<file path="src/hdl/asq_pkg.sv">
/*
  constants, bus carriers and state layout for the converter sequencer.
  assumes one 125 MHz clock, an AXI4-Lite master and an analog front end outside.
*/
// What this block does
// - converter runs only while the enable bit is one; off draws no current.
// - writing go while enable is already one starts a conversion; go reads one while it runs.
// - on completion go clears, done flag sets, result loads.
// - clearing go mid-conversion stops it; result keeps the old value.
// - after an abort wait two bit periods, then acquire the selected channel.
// - reset returns every register to reset value, module off, conversion ended.
// - conversion in low power works only with the dedicated RC clock.
// - with the RC clock, start is delayed one instruction cycle.
// - low power completion wakes if irq enabled, else module powers down.
// - other clocks: entering low power aborts and powers down, enable stays.
// - external trigger sets go and clears the sixteen bit timer.
// - channel field bits 5..3: codes 000..011 inputs, 100 up reserved.
// - clock field 00,01,10,11: fosc/2, fosc/8, fosc/32, RC oscillator.
// - a full conversion takes nine and a half bit periods.
// - done flag sets on every completion; only software clears it.
package asq_pkg;
  localparam logic [7:0] CTRL_OFS = 8'h00;
  localparam logic [7:0] RESULT_OFS = 8'h04;
  localparam logic [7:0] STAT_OFS = 8'h08;
  localparam logic [7:0] MASK_OFS = 8'h0C;
  localparam int EN_BIT = 0;
  localparam int GO_BIT = 2;
  localparam int CHS_LSB = 3;
  localparam int CKS_LSB = 6;
  localparam logic [7:0] CTRL_RST = 8'h00;
  localparam logic [1:0] CKS_RC = 2'h3;
  localparam logic [2:0] CHS_LAST = 3'h3;
  localparam int CLK_NS = 8;
  localparam int RC_TAD_NS = 4000;
  localparam int RC_HALF = RC_TAD_NS / CLK_NS / 2;
  localparam int INSTR_CLKS = 4;
  localparam logic [4:0] HALF_LAST = 5'h12;
  localparam logic [4:0] ABORT_LAST = 5'h03;
  localparam logic [8:0] HALF_MIN = 9'h003;
  localparam logic [1:0] RESP_OK = 2'h0;
  localparam logic [1:0] RESP_ERR = 2'h2;

  typedef enum logic [3:0] {
    S_IDLE = 4'b0001,
    S_DLY = 4'b0010,
    S_CONV = 4'b0100,
    S_ABORT = 4'b1000
  } asq_state_t;

  typedef struct packed {
    logic awvalid;
    logic [31:0] awaddr;
    logic wvalid;
    logic [31:0] wdata;
    logic [3:0] wstrb;
    logic bready;
    logic arvalid;
    logic [31:0] araddr;
    logic rready;
  } asq_axil_req_t;

  typedef struct packed {
    logic awready;
    logic wready;
    logic bvalid;
    logic [1:0] bresp;
    logic arready;
    logic rvalid;
    logic [31:0] rdata;
    logic [1:0] rresp;
  } asq_axil_rsp_t;

  typedef struct packed {
    logic power_on;
    logic sample_en;
    logic convert_act;
    logic [2:0] channel;
    logic [7:0] dac_code;
  } asq_afe_t;

  typedef struct packed {
    asq_axil_rsp_t rsp;
    logic aw_got;
    logic w_got;
    logic [7:0] waddr;
    logic [7:0] wdata;
    logic wlane;
    logic enable;
    logic [2:0] chan;
    logic [1:0] cks;
    logic [7:0] result;
    logic [7:0] sar;
    logic done_st;
    logic irq_en;
    logic irq;
    logic wake;
    logic timer_clr;
    logic pdown;
    asq_state_t fsm;
    logic [4:0] hc;
    logic [8:0] div;
    logic [2:0] dly;
    logic cs1;
    logic cs2;
    asq_afe_t afe;
  } asq_st_t;

  localparam asq_st_t ST_RST = '{fsm: S_IDLE, default: '0};
endpackage : asq_pkg

</file>
<file path="src/hdl/asq_sequencer.sv">
/*
  converter sequencer: AXI4-Lite register slave, bit period divider, successive
  approximation control, abort, low power and trigger handling.
  assumes comparator input is asynchronous; trigger and low power request are on aclk.
*/
// The AXI4-Lite interface to the registers and the address map were left to the implementer.
`timescale 1ns/100ps
module asq_sequencer #(
  parameter int RC_HALF_CLKS = asq_pkg::RC_HALF
) (
  input wire logic aclk,
  input wire logic aresetn,
  input wire asq_pkg::asq_axil_req_t axi_req,
  output asq_pkg::asq_axil_rsp_t axi_rsp,
  input wire logic comp_in,
  input wire logic low_power_req,
  input wire logic special_trigger,
  output asq_pkg::asq_afe_t afe,
  output logic timer_clear,
  output logic wake_req,
  output logic irq
);
  import asq_pkg::*;

  asq_st_t st_reg;
  asq_st_t st_next;

  logic [8:0] half_raw;
  logic [8:0] half_lim;
  logic half_tick;
  logic busy;
  logic start;
  logic abort;
  logic wr_fire;
  logic [2:0] bit_idx;
  logic [7:0] ctrl_rd;
  logic [7:0] rd_ofs;

  // half bit period in clocks; counting halves gives the 9.5 period length exactly
  always_comb
  begin
    case (st_reg.cks)
      2'h0: half_raw = 9'h001;
      2'h1: half_raw = 9'h004;
      2'h2: half_raw = 9'h010;
      default: half_raw = RC_HALF_CLKS[8:0];
    endcase
    // the comparator answer needs three clocks through its synchroniser;
    // shorter halves are stretched, so fosc/2 runs slower than nominal
    half_lim = (half_raw < HALF_MIN) ? HALF_MIN : half_raw;
  end

  assign half_tick = (st_reg.div == 9'(half_lim - 9'h001));
  assign busy = (st_reg.fsm == S_DLY) || (st_reg.fsm == S_CONV);
  assign bit_idx = 3'(3'h7 - st_reg.hc[3:1]);
  assign wr_fire = st_reg.aw_got && st_reg.w_got && !st_reg.rsp.bvalid;
  assign ctrl_rd = {st_reg.cks, st_reg.chan, busy, 1'b0, st_reg.enable};
  assign rd_ofs = axi_req.araddr[7:0];

  always_comb
  begin
    st_next = st_reg;
    st_next.timer_clr = 1'b0;
    st_next.wake = 1'b0;
    start = 1'b0;
    abort = 1'b0;
    // comparator crosses in from the analog side
    st_next.cs1 = comp_in;
    st_next.cs2 = st_reg.cs1;

    // write address and data are taken in either order
    if (axi_req.awvalid && st_reg.rsp.awready)
    begin
      st_next.aw_got = 1'b1;
      st_next.waddr = (axi_req.awaddr[31:8] == 24'h000000) ? axi_req.awaddr[7:0] : 8'hFF;
    end
    if (axi_req.wvalid && st_reg.rsp.wready)
    begin
      st_next.w_got = 1'b1;
      st_next.wdata = axi_req.wdata[7:0];
      st_next.wlane = axi_req.wstrb[0];
    end
    if (st_reg.rsp.bvalid && axi_req.bready)
      st_next.rsp.bvalid = 1'b0;
    if (wr_fire)
    begin
      st_next.aw_got = 1'b0;
      st_next.w_got = 1'b0;
      st_next.rsp.bvalid = 1'b1;
      st_next.rsp.bresp = RESP_OK;
      case (st_reg.waddr)
        CTRL_OFS:
        begin
          if (st_reg.wlane)
          begin
            st_next.enable = st_reg.wdata[EN_BIT];
            st_next.chan = st_reg.wdata[CHS_LSB +: 3];
            st_next.cks = st_reg.wdata[CKS_LSB +: 2];
            // go only counts when the enable was already on before this write
            if (st_reg.wdata[GO_BIT] && st_reg.enable && st_reg.fsm == S_IDLE)
              start = 1'b1;
            if (!st_reg.wdata[GO_BIT] && busy)
              abort = 1'b1;
          end
        end
        STAT_OFS:
        begin
          if (st_reg.wlane && st_reg.wdata[0])
            st_next.done_st = 1'b0;
        end
        MASK_OFS:
        begin
          if (st_reg.wlane)
            st_next.irq_en = st_reg.wdata[0];
        end
        RESULT_OFS: ;
        default: st_next.rsp.bresp = RESP_ERR;
      endcase
    end
    st_next.rsp.awready = !st_next.aw_got && !st_next.rsp.bvalid;
    st_next.rsp.wready = !st_next.w_got && !st_next.rsp.bvalid;

    // reads answer one clock after the address is taken
    if (st_reg.rsp.rvalid && axi_req.rready)
      st_next.rsp.rvalid = 1'b0;
    if (axi_req.arvalid && st_reg.rsp.arready)
    begin
      st_next.rsp.rvalid = 1'b1;
      st_next.rsp.rresp = RESP_OK;
      st_next.rsp.rdata = 32'h00000000;
      if (axi_req.araddr[31:8] != 24'h000000)
        st_next.rsp.rresp = RESP_ERR;
      else
      begin
        case (rd_ofs)
          CTRL_OFS: st_next.rsp.rdata[7:0] = ctrl_rd;
          RESULT_OFS: st_next.rsp.rdata[7:0] = st_reg.result;
          STAT_OFS: st_next.rsp.rdata[0] = st_reg.done_st;
          MASK_OFS: st_next.rsp.rdata[0] = st_reg.irq_en;
          default: st_next.rsp.rresp = RESP_ERR;
        endcase
      end
    end
    st_next.rsp.arready = !st_next.rsp.rvalid;

    // hardware trigger starts even with a software write in the same cycle, unless that write clears enable
    if (special_trigger && st_reg.enable && st_reg.fsm == S_IDLE)
    begin
      start = 1'b1;
      st_next.timer_clr = 1'b1;
    end

    if (st_reg.fsm == S_IDLE || st_reg.fsm == S_DLY)
      st_next.div = 9'h000;
    else
      st_next.div = half_tick ? 9'h000 : 9'(st_reg.div + 9'h001);

    case (st_reg.fsm)
      S_IDLE:
      begin
        if (start)
        begin
          st_next.sar = 8'h00;
          st_next.hc = 5'h00;
          st_next.dly = 3'h0;
          st_next.pdown = 1'b0;
          // the clock chosen in the starting write already counts
          st_next.fsm = (st_next.cks == CKS_RC) ? S_DLY : S_CONV;
        end
      end
      S_DLY:
      begin
        if (abort)
        begin
          st_next.hc = 5'h00;
          st_next.fsm = S_ABORT;
        end
        else if (st_reg.dly == 3'(INSTR_CLKS - 1))
          st_next.fsm = S_CONV;
        else
          st_next.dly = 3'(st_reg.dly + 3'h1);
      end
      S_CONV:
      begin
        if (abort)
        begin
          st_next.hc = 5'h00;
          st_next.fsm = S_ABORT;
        end
        else if (half_tick)
        begin
          if (st_reg.hc < 5'h10)
          begin
            if (!st_reg.hc[0])
              st_next.sar[bit_idx] = 1'b1;
            else if (!st_reg.cs2)
              st_next.sar[bit_idx] = 1'b0;
          end
          if (st_reg.hc == HALF_LAST)
          begin
            st_next.result = st_reg.sar;
            st_next.done_st = 1'b1;
            st_next.fsm = S_IDLE;
            if (low_power_req && st_reg.irq_en)
              st_next.wake = 1'b1;
            if (low_power_req && !st_reg.irq_en)
              st_next.pdown = 1'b1;
          end
          else
            st_next.hc = 5'(st_reg.hc + 5'h01);
        end
      end
      S_ABORT:
      begin
        // two bit periods of rest, then acquisition restarts by itself
        if (half_tick)
        begin
          if (st_reg.hc == ABORT_LAST)
            st_next.fsm = S_IDLE;
          else
            st_next.hc = 5'(st_reg.hc + 5'h01);
        end
      end
      default: st_next.fsm = S_IDLE;
    endcase

    // only the RC clock keeps running while the core sleeps
    if (low_power_req && st_reg.cks != CKS_RC)
    begin
      st_next.fsm = S_IDLE;
      st_next.pdown = 1'b1;
    end
    if (!low_power_req && st_reg.pdown && !start)
      st_next.pdown = 1'b0;
    if (!st_next.enable)
      st_next.fsm = S_IDLE;

    st_next.irq = st_next.done_st && st_next.irq_en;
    st_next.afe.power_on = st_next.enable && !st_next.pdown;
    // reserved channel codes never connect an input to the sampler
    st_next.afe.sample_en = st_next.afe.power_on && st_next.fsm == S_IDLE
      && st_next.chan <= CHS_LAST;
    st_next.afe.convert_act = st_next.fsm == S_CONV;
    st_next.afe.channel = st_next.chan;
    st_next.afe.dac_code = st_next.sar;
  end

  always_ff @(posedge aclk)
  begin
    if (!aresetn)
      st_reg <= ST_RST;
    else
      st_reg <= st_next;
  end

  assign axi_rsp = st_reg.rsp;
  assign afe = st_reg.afe;
  assign timer_clear = st_reg.timer_clr;
  assign wake_req = st_reg.wake;
  assign irq = st_reg.irq;
endmodule : asq_sequencer

</file>
<file path="config.mk">
export PLATFORM = sky130hd
export DESIGN_NAME = asq_sequencer
export DESIGN_NICKNAME = d
export VERILOG_FILES = /design/src/hdl/asq_pkg.sv /design/src/hdl/asq_sequencer.sv
export SDC_FILE = /design/constraint.sdc
export NUM_CORES = 1
export LEC_CHECK = 0
export ABC_AREA = 1
export BUFFER_PORTS_ARGS = -buffer_cell sky130_fd_sc_hd__clkbuf_2
export CELL_PAD_IN_SITES_DETAIL_PLACEMENT = 1
export CELL_PAD_IN_SITES_GLOBAL_PLACEMENT = 1
export CORE_AREA = 2 2 120 122
export CTS_CLUSTER_DIAMETER = 200
export DETAILED_ROUTE_END_ITERATION = 7
export DIE_AREA = 0 0 122 124
export PLACE_DENSITY = 0.81
export SLEW_MARGIN = 20
export SYNTH_ARGS = -nofsm -noshare
export SYNTH_HDL_FRONTEND = slang
export SYNTH_SLANG_ARGS = --single-unit
</file>
<file path="constraint.sdc">
create_clock -name aclk -period 2.3 [get_ports aclk]
set_input_delay 0.115 -clock aclk [delete_from_list [all_inputs] [get_ports aclk]]
set_output_delay 0.115 -clock aclk [all_outputs]
set_load 0.01 [all_outputs]
</file>
==> implementation parameters <==
Parameter                              Value

CTS
  Number of buffers on the longest clock path    2
  Clock network latency to the later pin of the worst-skew pair    approximately 350 ps
  Post-CTS setup buffers    0
  Count of hold buffers inserted by post-cts repair    1
  Count of instances resized after the clock tree is built    0
  Root buf cell    sky130_fd_sc_hd__clkbuf_16
  Number of clock sinks seen by CTS    just under 90
  Number of CTS-inserted buffers    9
  TritonCTS clock tree    done
  Reg clk slew, reported paths    70 ps
  Number of levels in the clock H-tree    3

Detailed routing
  Met3 wirelength from detailed routing    about 640 um
  Detailed-route wire length per cell    roughly 13 um
  Remaining DRCs    0
  Met1 Routed Length    between 5 and 6 mm
  Via count    ~4400
  DRT Wirelength    12.4 mm
  Detailed router's first-iteration violation count    roughly 190
  Antenna Violating Nets Remaining    0
  Met2 WL post-DR    6.15 mm
  Detailed-router iteration count before antenna repair    4
  Post-DR vias/cell    roughly 4.7
  Top routing layer used    met4

Synth
  Mean area per synthesized cell    slightly below 7 um^2
  Number of warnings printed during yosys synthesis    0
  Gate count of the mapped netlist    approximately 660
  Number of different library cells in the post-synthesis netlist    40
  Post-synthesis cell area    around 4600 um^2
  Sequential area share after synthesis    0.379
  Flop and latch count out of synthesis    just under 90

Placed design
  Final estimated routing congestion in global placement    0.781
  Dpl hpwl    between 9 and 10 mm
  Number of I/O port buffers    113

Floorplanning
  Core Region    13700 um^2
  DIE HEIGHT    124 um
  I/O pin count    about 170
  Starting Density    0.335
  Total Die Area    between 15000 and 20000 um^2
  Number of standard-cell rows in the floorplan    between 40 and 50
  Die outline width    122 um

Layout
  Fraction of final layout cells sized beyond drive strength 1    0.214
  Ant. Diodes    0
  Synth-to-Final Area Change    15.8%
  Final Net Count    around 860
  Number of flip-flops in the largest register    51
  Most common cell after layout, fill and taps aside    sky130_fd_sc_hd__nor2_1
  Most frequent cells in the layout    134 x sky130_fd_sc_hd__nor2_1, 113 x sky130_fd_sc_hd__clkbuf_2, 107 x sky130_fd_sc_hd__nand2_1, 87 x sky130_fd_sc_hd__dfxtp_1, 62 x sky130_fd_sc_hd__inv_1

STA
  Final number of max-transition violations    0
  Actual slew at the worst max-slew pin    ~600 ps
  Unrepaired setup endpoints after global routing    no
  Setup total negative slack    0 ps
  Post-layout min period    around 2000 ps
  Headroom to the max-slew limit    0.596
  Final Hold Viols    0
  Clock Skew    6.19 ps
  Total setup violations reported at the end of the flow    0
  Timing-limited maximum frequency    between 500 and 600 MHz
  Post-route clock period utilization    0.855

GRT
  Global router's overall resource usage    0.169
  Via count of the first global-routing pass    4337
  Wire length of the first global-routing pass    20.2 mm
  Pin count of the biggest net entering global routing    44
  Initial antenna violation count    0
  Total global routing overflow    0

Power
  Leak Pwr    around 2.5 nW
  Max VDD drop    0.388 mV
  PwrDens    slightly above 600 nW/um^2
  Total chip power    3.23 mW

Worst setup path
  Cell chain of the critical path    nor2_1 > nand2_1 > nor2_4 > nand3_2 > nand2_1 > o21ai_0 > nor2_1 > nand3b_1 > or2_1
  Worst setup EP type    register
  Setup crit start kind    register
  Worst R2R Setup Slack    about 330 ps
  Longest individual stage delay on the worst path    approximately 360 ps
  Worst-path fanout max    8
  Cell with the largest stage delay on the worst path    sky130_fd_sc_hd__dfxtp_1
  Critical path class    register to register
  Required arrival time at the worst endpoint    ~2500 ps
  Critical Path AT    approximately 2200 ps

Status
  Run status    finished clean

Run
  Number of violations of the max-capacitance limit    0

Hold path
  Hold crit path type    input pin to register
[power breakdown]
| group | leakage (nW) | switching, mW | internal (mW) |
|---|---|---|---|
| Sequential | 0.706 | 0.0241 | 1.54 |
| Combinational | 1.63 | 0.146 | 0.0979 |
| Clock | 0.131 | 0.649 | 0.766 |
| Total | 2.47 | 0.819 | 2.41 |
[per-layer routing]
metal | track usage | vias up
met5 | 0 | -
met3 | 0.0362 | 11
met2 | 0.317 | 100
met4 | 0.0395 | 0
met1 | 0.196 | 2027
li1 | - | 2221
[final cells by class]
type	instances	area, um^2
timing repair buffer	117	598
multi-input combinational	465	2220
inverter	67	251
clock inverter	6	45.0
fill	1824	8400
clock buffer	10	239
tap	180	225
sequential	87	1740
[Yosys cell counts, drive strengths merged]
master   instances  area share
nor2           142        0.13
nand2          111       0.095
dfxtp           87        0.38
inv             65       0.053
o21ai           61       0.067
buf             59       0.097
a21oi           40       0.044
nand3           38       0.050
nand4           10       0.018
clkbuf           8      0.0065
nor3             7      0.0087
nor4             7      0.0095
ha               5       0.014
o22ai            5      0.0068
xor2             3      0.0057
clkinv           2      0.0016
nand3b           2      0.0033
nor3b            2      0.0033
or2              2      0.0027
a31oi            1      0.0014
conb             1     0.00082
o2111ai          1      0.0019
o211ai           1      0.0016
xnor2            1      0.0019
[per-stage QoR]
step / instance area (um^2) / instances / hold WS [ps] / util / setup slack, ps
after CTS: 5320 / 932 / 15.6 / 0.388 / 333
after detailed placement: 5030 / 915 / 357 / 0.366 / 366
after global routing: 5320 / 932 / 41.2 / 0.388 / 74.9
final: 5320 / 932 / 17.6 / 0.388 / 333
after floorplan: 4690 / 686 / 213 / - / 701
after global placement: 5030 / 915 / 357 / 0.366 / 396
[final timing paths]
check | start | end | depth (start not counted)
setup / recovery | st_reg[76] | st_reg[33] | 9
hold / removal | axi_req[39] | st_reg[66] | 3
setup reg to reg | st_reg[76] | st_reg[33] | 9
hold reg to reg | st_next[14] | st_reg[14] | 2
[cell families after synthesis]
group	Yosys count	synth area share
simple gates	321	0.317
buf+inv	134	0.158
compound gates	109	0.123
flops	87	0.379
fa+ha+maj	5	0.0136
xor+xnor	4	0.00762
other cells	1	0.000816
[critical path, delay by kind of cell (launching register included)]
kind | cells | cell delay (ps)
flops | 1 | 360
compound gates | 1 | 140
simple gates | 8 | 1340
(Power assumes the default switching activity.)
